===== src/verilog/fpsc_cfg.svh =====
// Register map, field positions, codes and reset values of the fuse command block
`ifndef FPSC_CFG_SVH
`define FPSC_CFG_SVH
`define FPSC_AXI_AW        12
`define FPSC_B0_CNT_W      8
`define FPSC_OFF_RPT0      12'h17C
`define FPSC_OFF_RPT1      12'h180
`define FPSC_OFF_RPT2      12'h184
`define FPSC_OFF_RPT3      12'h188
`define FPSC_OFF_RPT4      12'h190
`define FPSC_OFF_SUM0      12'h1C0
`define FPSC_OFF_SUM1      12'h1C4
`define FPSC_OFF_CLK       12'h1C8
`define FPSC_OFF_CONF      12'h1CC
`define FPSC_OFF_STAT      12'h1D0
`define FPSC_OFF_CMD       12'h1D4
`define FPSC_OFF_RAW       12'h1D8
`define FPSC_OFF_MST       12'h1DC
`define FPSC_OFF_MASK      12'h1E0
`define FPSC_CLK_PD_BIT    0
`define FPSC_CLK_ON_BIT    1
`define FPSC_CLK_PU_BIT    2
`define FPSC_CLK_EN_BIT    16
`define FPSC_CMD_RD_BIT    0
`define FPSC_CMD_PGM_BIT   1
`define FPSC_CMD_BLK_LSB   2
`define FPSC_STAT_CNT_LSB  8
`define FPSC_OP_PGM        16'h5A5A
`define FPSC_OP_RD         16'h5AA5
`define FPSC_RST_CLK       32'h0000_0000
`define FPSC_RST_OP        16'h0000
`define FPSC_RST_BLK       4'h0
`define FPSC_RST_MASK      2'h0
`define FPSC_BLK_MAX       4'hA
`define FPSC_FAIL_LIMIT    4'h6
`define FPSC_CNT_SAT       4'h7
`define FPSC_RESP_OK       2'b00
`define FPSC_RESP_SLVERR   2'b10
`endif


===== src/verilog/fpsc_pkg.sv =====
// Types shared by the fuse command block and its bench
package fpsc_pkg;
  `include "fpsc_cfg.svh"

  typedef enum logic [2:0]
  {
    ST_IDLE = 3'b001,
    ST_READ = 3'b010,
    ST_PROG = 3'b100
  } fpsc_state_e;

  typedef struct packed
  {
    logic                     awvalid;
    logic [`FPSC_AXI_AW-1:0]  awaddr;
    logic                     wvalid;
    logic [31:0]              wdata;
    logic [3:0]               wstrb;
    logic                     bready;
    logic                     arvalid;
    logic [`FPSC_AXI_AW-1:0]  araddr;
    logic                     rready;
  } fpsc_axi_req_s;

  typedef struct packed
  {
    logic        awready;
    logic        wready;
    logic        bvalid;
    logic [1:0]  bresp;
    logic        arready;
    logic        rvalid;
    logic [31:0] rdata;
    logic [1:0]  rresp;
  } fpsc_axi_rsp_s;

  typedef struct packed
  {
    logic                      done;
    logic [4:0][31:0]          rpt_err;
    logic [9:0][3:0]           blk_cnt;
    logic [`FPSC_B0_CNT_W-1:0] blk0_bits;
  } fpsc_fuse_in_s;

  typedef struct packed
  {
    logic       rd_req;
    logic       pgm_req;
    logic [3:0] blk;
  } fpsc_fuse_out_s;

  typedef struct packed
  {
    logic mem_pd;
    logic mem_pu;
    logic mem_clk_on;
    logic fuse_clk_on;
  } fpsc_mem_ctl_s;
endpackage : fpsc_pkg


===== src/verilog/fpsc_top.sv =====
// Fuse controller command, clock/power control and error status over AXI4-Lite
// Behaviour
// - Repeat-error bits read-only, one marks failed bit
// - Read-only error byte count per block 1-10
// - Failure flag set when error bytes exceed six
// - Force power-down puts fuse memory into power-save unless force power-up is also set
// - Force power-up keeps fuse memory working
// - Memory clock force-on bypasses automatic gating
// - Fuse clock enable forces fuse memory clock on
// - Code 0x5A5A authorises programming command
// - Code 0x5AA5 authorises read command
// - Read trigger launches read, self-clears
// - Program trigger launches programming, self-clears
// - Block index 0-10 selects programming target
// - Read-only controller state field
// - Read-only block zero error bit count
// - Read completion sets clearable read-done event
// - Program completion sets clearable program-done event
//
// The implementer's own choice: register access over AXI4-Lite.
`timescale 1ns/1ns
module fpsc_top
(
  // Clock and reset
  input  wire logic                    sys_clk_i,
  input  wire logic                    rst_i,
  // Register bus
  input  wire fpsc_pkg::fpsc_axi_req_s axi_req_i,
  output      fpsc_pkg::fpsc_axi_rsp_s axi_rsp_o,
  // Fuse array engine
  input  wire fpsc_pkg::fpsc_fuse_in_s fuse_i,
  output      fpsc_pkg::fpsc_fuse_out_s fuse_o,
  // Memory clock and power
  output      fpsc_pkg::fpsc_mem_ctl_s mem_o,
  // Interrupt
  output      logic                    irq_o
);
  import fpsc_pkg::*;

  // A literal cannot be bit-selected, so the reset word is named first
  localparam logic [31:0] RST_CLK = `FPSC_RST_CLK;

  typedef struct packed
  {
    fpsc_state_e               st;
    logic                      aw_rdy;
    logic                      w_rdy;
    logic                      have_aw;
    logic                      have_w;
    logic [`FPSC_AXI_AW-1:0]   awaddr;
    logic [31:0]               wdata;
    logic [3:0]                wstrb;
    logic                      bvalid;
    logic [1:0]                bresp;
    logic                      ar_rdy;
    logic                      rvalid;
    logic [31:0]               rdata;
    logic [1:0]                rresp;
    logic                      f_pd;
    logic                      f_clk_on;
    logic                      f_pu;
    logic                      f_clk_en;
    logic [15:0]               opcode;
    logic                      cmd_rd;
    logic                      cmd_pgm;
    logic [3:0]                blk;
    logic [4:0][31:0]          rpt;
    logic [1:0][31:0]          sum;
    logic [`FPSC_B0_CNT_W-1:0] b0cnt;
    logic [1:0]                raw;
    logic [1:0]                mask;
    logic                      irq;
    fpsc_mem_ctl_s             mem;
    fpsc_fuse_out_s            fz;
  } fpsc_regs_s;

  fpsc_regs_s s_ff;
  fpsc_regs_s nxt_s;
  logic       wr_go;
  logic       rd_end;
  logic       pgm_end;
  logic [3:0] blk1_cnt;
  logic [4:0][31:0] rpt_in;

  function automatic logic [31:0] fpsc_merge(input logic [31:0] old_v,
                                             input logic [31:0] new_v,
                                             input logic [3:0]  strb);
    logic [31:0] res;
    res = old_v;
    for (int b = 0; b < 4; b++)
    begin
      if (strb[b])
        res[8*b +: 8] = new_v[8*b +: 8];
    end
    return res;
  endfunction : fpsc_merge

  assign wr_go    = s_ff.have_aw && s_ff.have_w && !s_ff.bvalid;
  assign rd_end   = (s_ff.st == ST_READ) && fuse_i.done;
  assign pgm_end  = (s_ff.st == ST_PROG) && fuse_i.done;
  assign blk1_cnt = fuse_i.blk_cnt[0];
  assign rpt_in   = fuse_i.rpt_err;

  always_comb
  begin
    logic [31:0] clk_w;
    logic [31:0] cmd_w;
    logic [31:0] wv;
    logic [`FPSC_AXI_AW-1:0] ra;
    logic [`FPSC_AXI_AW-1:0] wa;
    nxt_s = s_ff;
    clk_w = 32'h0000_0000;
    clk_w[`FPSC_CLK_PD_BIT] = s_ff.f_pd;
    clk_w[`FPSC_CLK_ON_BIT] = s_ff.f_clk_on;
    clk_w[`FPSC_CLK_PU_BIT] = s_ff.f_pu;
    clk_w[`FPSC_CLK_EN_BIT] = s_ff.f_clk_en;
    cmd_w = 32'h0000_0000;
    cmd_w[`FPSC_CMD_RD_BIT] = s_ff.cmd_rd;
    cmd_w[`FPSC_CMD_PGM_BIT] = s_ff.cmd_pgm;
    cmd_w[`FPSC_CMD_BLK_LSB +: 4] = s_ff.blk;
    wv = 32'h0000_0000;
    ra = axi_req_i.araddr;
    wa = s_ff.awaddr;

    // Address and data are taken independently, in either order
    if (s_ff.aw_rdy && axi_req_i.awvalid)
    begin
      nxt_s.aw_rdy  = 1'b0;
      nxt_s.have_aw = 1'b1;
      nxt_s.awaddr  = axi_req_i.awaddr;
    end
    if (s_ff.w_rdy && axi_req_i.wvalid)
    begin
      nxt_s.w_rdy  = 1'b0;
      nxt_s.have_w = 1'b1;
      nxt_s.wdata  = axi_req_i.wdata;
      nxt_s.wstrb  = axi_req_i.wstrb;
    end
    if (s_ff.bvalid && axi_req_i.bready)
    begin
      nxt_s.bvalid = 1'b0;
      nxt_s.aw_rdy = 1'b1;
      nxt_s.w_rdy  = 1'b1;
    end

    // Operation sequencer; a trigger is only acted on from idle
    case (s_ff.st)
      ST_IDLE:
      begin
        if (s_ff.cmd_rd)
        begin
          if (s_ff.opcode == `FPSC_OP_RD)
          begin
            nxt_s.st        = ST_READ;
            nxt_s.fz.rd_req = 1'b1;
          end
          else
            nxt_s.cmd_rd = 1'b0;
        end
        else if (s_ff.cmd_pgm)
        begin
          if (s_ff.opcode == `FPSC_OP_PGM &&
              s_ff.blk <= `FPSC_BLK_MAX)
          begin
            nxt_s.st         = ST_PROG;
            nxt_s.fz.pgm_req = 1'b1;
            nxt_s.fz.blk     = s_ff.blk;
          end
          else
            nxt_s.cmd_pgm = 1'b0;
        end
      end
      ST_READ:
      begin
        if (fuse_i.done)
        begin
          nxt_s.st        = ST_IDLE;
          nxt_s.fz.rd_req = 1'b0;
          nxt_s.cmd_rd    = 1'b0;
          nxt_s.rpt       = fuse_i.rpt_err;
          nxt_s.b0cnt     = fuse_i.blk0_bits;
          // Count field is three bits wide, so larger counts saturate
          for (int k = 0; k < 10; k++)
          begin
            nxt_s.sum[k/8][4*(k%8) +: 3] =
              (fuse_i.blk_cnt[k] > `FPSC_CNT_SAT) ? 3'h7
              : fuse_i.blk_cnt[k][2:0];
            nxt_s.sum[k/8][4*(k%8) + 3] =
              (fuse_i.blk_cnt[k] > `FPSC_FAIL_LIMIT);
          end
        end
      end
      ST_PROG:
      begin
        if (fuse_i.done)
        begin
          nxt_s.st         = ST_IDLE;
          nxt_s.fz.pgm_req = 1'b0;
          nxt_s.cmd_pgm    = 1'b0;
        end
      end
      default:
      begin
        nxt_s.st = ST_IDLE;
      end
    endcase

    // Register writes; a write of zero to a trigger leaves it alone
    if (wr_go)
    begin
      nxt_s.have_aw = 1'b0;
      nxt_s.have_w  = 1'b0;
      nxt_s.bvalid  = 1'b1;
      nxt_s.bresp   = `FPSC_RESP_OK;
      if (wa == `FPSC_OFF_CLK)
      begin
        wv = fpsc_merge(clk_w, s_ff.wdata, s_ff.wstrb);
        nxt_s.f_pd     = wv[`FPSC_CLK_PD_BIT];
        nxt_s.f_clk_on = wv[`FPSC_CLK_ON_BIT];
        nxt_s.f_pu     = wv[`FPSC_CLK_PU_BIT];
        nxt_s.f_clk_en = wv[`FPSC_CLK_EN_BIT];
      end
      else if (wa == `FPSC_OFF_CONF)
      begin
        wv = fpsc_merge({16'h0000, s_ff.opcode}, s_ff.wdata, s_ff.wstrb);
        nxt_s.opcode = wv[15:0];
      end
      else if (wa == `FPSC_OFF_CMD)
      begin
        wv = fpsc_merge(cmd_w, s_ff.wdata, s_ff.wstrb);
        if (wv[`FPSC_CMD_RD_BIT])
          nxt_s.cmd_rd = 1'b1;
        if (wv[`FPSC_CMD_PGM_BIT])
          nxt_s.cmd_pgm = 1'b1;
        nxt_s.blk = wv[`FPSC_CMD_BLK_LSB +: 4];
      end
      else if (wa == `FPSC_OFF_RAW)
      begin
        if (s_ff.wstrb[0])
          nxt_s.raw = s_ff.raw & ~s_ff.wdata[1:0];
      end
      else if (wa == `FPSC_OFF_MASK)
      begin
        if (s_ff.wstrb[0])
          nxt_s.mask = s_ff.wdata[1:0];
      end
      else if (wa == `FPSC_OFF_RPT0 || wa == `FPSC_OFF_RPT1 ||
               wa == `FPSC_OFF_RPT2 || wa == `FPSC_OFF_RPT3 ||
               wa == `FPSC_OFF_RPT4 || wa == `FPSC_OFF_SUM0 ||
               wa == `FPSC_OFF_SUM1 || wa == `FPSC_OFF_STAT ||
               wa == `FPSC_OFF_MST)
        nxt_s.bresp = `FPSC_RESP_OK;
      else
        nxt_s.bresp = `FPSC_RESP_SLVERR;
    end

    // Reads answer one cycle after the address is taken
    if (s_ff.rvalid && axi_req_i.rready)
    begin
      nxt_s.rvalid = 1'b0;
      nxt_s.ar_rdy = 1'b1;
    end
    if (s_ff.ar_rdy && axi_req_i.arvalid)
    begin
      nxt_s.ar_rdy = 1'b0;
      nxt_s.rvalid = 1'b1;
      nxt_s.rresp  = `FPSC_RESP_OK;
      nxt_s.rdata  = 32'h0000_0000;
      if (ra == `FPSC_OFF_RPT0)
        nxt_s.rdata = s_ff.rpt[0];
      else if (ra == `FPSC_OFF_RPT1)
        nxt_s.rdata = s_ff.rpt[1];
      else if (ra == `FPSC_OFF_RPT2)
        nxt_s.rdata = s_ff.rpt[2];
      else if (ra == `FPSC_OFF_RPT3)
        nxt_s.rdata = s_ff.rpt[3];
      else if (ra == `FPSC_OFF_RPT4)
        nxt_s.rdata = s_ff.rpt[4];
      else if (ra == `FPSC_OFF_SUM0)
        nxt_s.rdata = s_ff.sum[0];
      else if (ra == `FPSC_OFF_SUM1)
        nxt_s.rdata = s_ff.sum[1];
      else if (ra == `FPSC_OFF_CLK)
        nxt_s.rdata = clk_w;
      else if (ra == `FPSC_OFF_CONF)
        nxt_s.rdata = {16'h0000, s_ff.opcode};
      else if (ra == `FPSC_OFF_STAT)
      begin
        nxt_s.rdata[2:0] = s_ff.st;
        nxt_s.rdata[`FPSC_STAT_CNT_LSB +: `FPSC_B0_CNT_W] =
          s_ff.b0cnt;
      end
      else if (ra == `FPSC_OFF_CMD)
        nxt_s.rdata = cmd_w;
      else if (ra == `FPSC_OFF_RAW)
      begin
        nxt_s.rdata[1:0] = s_ff.raw;
        nxt_s.raw        = 2'b00;
      end
      else if (ra == `FPSC_OFF_MST)
        nxt_s.rdata[1:0] = s_ff.raw & s_ff.mask;
      else if (ra == `FPSC_OFF_MASK)
        nxt_s.rdata[1:0] = s_ff.mask;
      else
        nxt_s.rresp = `FPSC_RESP_SLVERR;
    end

    // Events applied last so a same-cycle clear cannot lose them
    if (rd_end)
      nxt_s.raw[0] = 1'b1;
    if (pgm_end)
      nxt_s.raw[1] = 1'b1;

    // Power-up wins over power-down; a live operation does not hold off power-down
    nxt_s.mem.mem_pd = nxt_s.f_pd && !nxt_s.f_pu;
    nxt_s.mem.mem_pu = nxt_s.f_pu;
    nxt_s.mem.mem_clk_on = nxt_s.f_clk_on || (nxt_s.st != ST_IDLE);
    nxt_s.mem.fuse_clk_on = nxt_s.f_clk_en || (nxt_s.st != ST_IDLE);
    nxt_s.irq = |(nxt_s.raw & nxt_s.mask);
  end

  always_ff @(posedge sys_clk_i or posedge rst_i)
  begin
    if (rst_i)
    begin
      s_ff          <= '0;
      s_ff.st       <= ST_IDLE;
      s_ff.aw_rdy   <= 1'b1;
      s_ff.w_rdy    <= 1'b1;
      s_ff.ar_rdy   <= 1'b1;
      s_ff.f_pd     <= RST_CLK[`FPSC_CLK_PD_BIT];
      s_ff.f_clk_on <= RST_CLK[`FPSC_CLK_ON_BIT];
      s_ff.f_pu     <= RST_CLK[`FPSC_CLK_PU_BIT];
      s_ff.f_clk_en <= RST_CLK[`FPSC_CLK_EN_BIT];
      s_ff.opcode   <= `FPSC_RST_OP;
      s_ff.blk      <= `FPSC_RST_BLK;
      s_ff.mask     <= `FPSC_RST_MASK;
    end
    else
      s_ff <= nxt_s;
  end

  assign axi_rsp_o.awready = s_ff.aw_rdy;
  assign axi_rsp_o.wready  = s_ff.w_rdy;
  assign axi_rsp_o.bvalid  = s_ff.bvalid;
  assign axi_rsp_o.bresp   = s_ff.bresp;
  assign axi_rsp_o.arready = s_ff.ar_rdy;
  assign axi_rsp_o.rvalid  = s_ff.rvalid;
  assign axi_rsp_o.rdata   = s_ff.rdata;
  assign axi_rsp_o.rresp   = s_ff.rresp;
  assign fuse_o            = s_ff.fz;
  assign mem_o             = s_ff.mem;
  assign irq_o             = s_ff.irq;
endmodule : fpsc_top


===== config.mk =====
export PLATFORM = sky130hd
export DESIGN_NAME = fpsc_top
export DESIGN_NICKNAME = d
export VERILOG_FILES = /design/src/verilog/fpsc_pkg.sv /design/src/verilog/fpsc_top.sv
export VERILOG_INCLUDE_DIRS = /design/src /design/src/verilog
export SDC_FILE = /design/constraint.sdc
export NUM_CORES = 1
export LEC_CHECK = 0
export ABC_AREA = 1
export BUFFER_PORTS_ARGS = -buffer_cell sky130_fd_sc_hd__buf_4
export CORE_MARGIN = 2
export CORE_UTILIZATION = 59
export DETAILED_ROUTE_END_ITERATION = 8
export PLACE_DENSITY = 0.86
export SLEW_MARGIN = 5
export SYNTH_ARGS = -nofsm -noshare
export SYNTH_HDL_FRONTEND = slang
export SYNTH_SLANG_ARGS = --single-unit

===== constraint.sdc =====
create_clock -name sys_clk_i -period 20.8 [get_ports sys_clk_i]
set_input_delay 2.08 -clock sys_clk_i [delete_from_list [all_inputs] [get_ports sys_clk_i]]
set_output_delay 2.08 -clock sys_clk_i [all_outputs]
set_load 0.005 [all_outputs]

==> results_dict.tcl <==
set metrics [dict create \
    layout_commonest_cell "nand2_1" \
    post_cts_resize_count 0 \
    clkLatencyLatePin_ns 0.52 \
    grt_pass1_vias 12856 \
    synth_top_area_frac 0.534 \
    min_to "s_ff[20]$_DFFE_PP0P_" \
    cts_max_path_buffers 3 \
    ant_nets 0 \
    hp-class "reg -> reg" \
    gp_congestion 0.951 \
    p_seq_frac 0.475 \
    portBuffers 309 \
    start_util 0.598 \
    num_vias 13271 \
    drc 0 \
    routed_wl_mm 42.4 \
    synth_area_leaders "dfrtp_1 53%, nand2_1 19%, o21ai_0 5.8%, inv_1 4.3%, buf_4 2.8%" \
    syn_area_um2 15000 \
    clockRootBuffer "clkbuf_16" \
    syn_area_per_cell_um2 8.20 \
    seq_area_um2 8110 \
    syn_to_final_growth_pct 21.6 \
    path_clk_slew_ns 0.06 \
    synth_edf_count 0 \
    min_period_ns 4.22 \
    dieArea_um2 26700 \
    hold_viol 0 \
    first_iter_violations 1334 \
    die-width_um 163 \
    fill_cells 1897 \
    antenna_found_initial 1 \
    setup_tns_ns 0 \
    cts_buffers 34 \
    status "complete, no violations" \
    p_int_mw 1.14 \
    min-delay-start "s_ff[20]$_DFFE_PP0P_" \
    coreArea_um2 25100 \
    utilization 0.726 \
    vias_per_cell 5.50 \
    ctsHoldBuffers 0 \
    multi_input_comb_area_um2 5510 \
    critical_path_class "in -> reg" \
    holdPathStages 2 \
    grt.overflow.total 0 \
    arrival_ns 4.68 \
    die_h_um 163 \
    clock_skew_ns 0.0211 \
    power_switching_mw 0.398 \
    worstPathMaxFanout 24 \
    rows 58 \
    drive_gt1_frac 0.202 \
    r2r_cells 7 \
    r2r_slack_ns 17.53 \
    nets 2334 \
    grt_max_degree 132 \
    switching_share 0.259 \
    grt.total_usage 0.317 \
    clkSinkCount 324 \
    yosys_warnings 0 \
    worstMarginPinSlew_ns 1.13 \
    slew_viol_final 0 \
    dp_hpwl_mm 29.9 \
    ys_types 45 \
    pwr_density_cell_nw_per_um2 84.1 \
    slew-limit-headroom 0.243 \
    synth_top_flop_cell "dfrtp_1" \
    combPwrFrac 0.126 \
    finalCritPeriodShare 0.203 \
    firstDrtPassIters 7 \
    synth_top_area_cell "dfrtp_1" \
    synth_cells 1829 \
    rsz0062_at_grt "false" \
    worstReg2RegEnd "s_ff[24]$_DFFE_PP0P_" \
    layout_common_cells "744 x nand2_1, 320 x dfrtp_1, 318 x buf_4" \
    yosysSeqAreaShare 0.541 \
    startpoint_type "input pin" \
    p_leak_nw 9.65 \
    fmax_ghz 0.237 \
    crit_required_ns 21.25 \
    setup_viol 0 \
    cap_violations 0 \
    synth_seq_cells 324 \
    cts_tree "yes" \
    htree_levels 2 \
    wl_per_cell_um 17.6 \
    p_clk_frac 0.399 \
    async_flop_share 1.00 \
    r2r_start "s_ff[366]$_DFF_PP0_" \
    io_pins 328 \
    irDropWorstVdd_mv 0.0701 \
    grt_pass1_wl_mm 66.5 \
    post_cts_buffers 0 \
    end_kind "register" \
]
==> cell families (layout without fill, tap and decap cells) <==
| kind of cell | Yosys count | count (layout) | synth area share |
|---|---|---|---|
| compound gates | 322 | 322 | 0.128 |
| other cells | 1 | 3 | 0.000250 |
| mux | 2 | 2 | 0.00150 |
| simple gates | 874 | 874 | 0.236 |
| buf+inv | 306 | 558 | 0.0933 |
| flops | 324 | 324 | 0.541 |
==> worst max path at each step <==
stage | cells after the start | from | to | slack, ns
after global routing | 12 | axi_req_i[10] | axi_rsp_o[6]$_DFFE_PP0P_ | 16.38
after global placement | 12 | axi_req_i[10] | axi_rsp_o[6]$_DFFE_PP0P_ | 16.19
after detailed placement | 12 | axi_req_i[10] | axi_rsp_o[6]$_DFFE_PP0P_ | 16.17
after CTS | 12 | axi_req_i[10] | axi_rsp_o[6]$_DFFE_PP0P_ | 16.64
final | 12 | axi_req_i[10] | axi_rsp_o[6]$_DFFE_PP0P_ | 16.58
after floorplan | 1 | rst_i | axi_rsp_o[10]$_DFFE_PP0P_ | 9.76
==> state kept, by name, indices dropped and copies added, names as in the netlist <==
signal and flops:
fuse_o 6, mem_o 4, s_ff 274, irq_o 1, axi_rsp_o 39
==> power by group through the flow <==
stage	Sequential (mW)	Clock, mW	Combinational [mW]
after global routing	0.734	0.644	0.217
after detailed placement	0.737	0	0.190
after floorplan	0.728	0	0.116
final	0.728	0.612	0.193
after global placement	0.734	0	0.182
after CTS	0.727	0.616	0.193
==> synthesized netlist by cell type (3+ instances only) <==
master,count
nand2_1,745
dfrtp_1,320
o21ai_0,174
inv_1,172
buf_4,55
nor2_1,48
clkbuf_1,40
a21oi_1,30
buf_2,28
nand3_1,27
o211ai_1,27
a221oi_1,23
o22ai_1,21
nand4_1,20
o21ai_1,11
a31o_2,10
o2111ai_1,9
nor3_1,7
inv_2,6
o221ai_1,6
dfstp_2,4
nand2_2,4
nor4_1,4
a31oi_1,3
nand2_4,3
nor2_4,3
nor3_2,3
nor3_4,3
==> metrics by stage <==
stage	hold WS, ns	total power, mW	cells	cell area, um2	setup slack, ns
3_5_place_dp	0.454	0.927	2352	17100	16.17
4_1_cts	0.469	1.54	2412	18200	16.64
2_1_floorplan	0.434	0.844	1830	15000	9.76
3_3_place_gp	0.452	0.915	2352	17100	16.19
5_1_grt	0.487	1.60	2413	18200	16.38
6_report	0.467	1.53	2413	18200	16.58
==> layer usage <==
| metal | share of wire | GRT usage | vias up | wire (um) |
|---|---|---|---|---|
| met3 | 0.084 | 0.0582 | 106 | 3580 |
| met2 | 0.47 | 0.505 | 631 | 19900 |
| met1 | 0.41 | 0.434 | 6263 | 17200 |
| met4 | 0.040 | 0.129 | 0 | 1710 |
| li1 | - | - | 6271 | - |
| met5 | 0 | 0 | - | 0 |
==> final cells by class <==
class	count	share of cell area
diodes	1	0.000137
clock buffers	54	0.0585
clock inverters	6	0.00322
inverters	180	0.0377
multi-input cells	1200	0.302
flip-flops and latches	324	0.445
well taps	330	0.0226
repair buffers	318	0.131
==> worst max-delay path, stage by stage <==
cell	delay, ns
buf_4	0.11
inv_1	0.04
nand2_1	0.07
nor2_4	0.44
inv_4	0.17
nor3_4	0.92
nand2_1	0.13
o2111ai_1	0.24
a21oi_1	0.17
nand3_1	0.15
nand2_1	0.06
nand2_1	0.07
(Power assumes the default switching activity.)
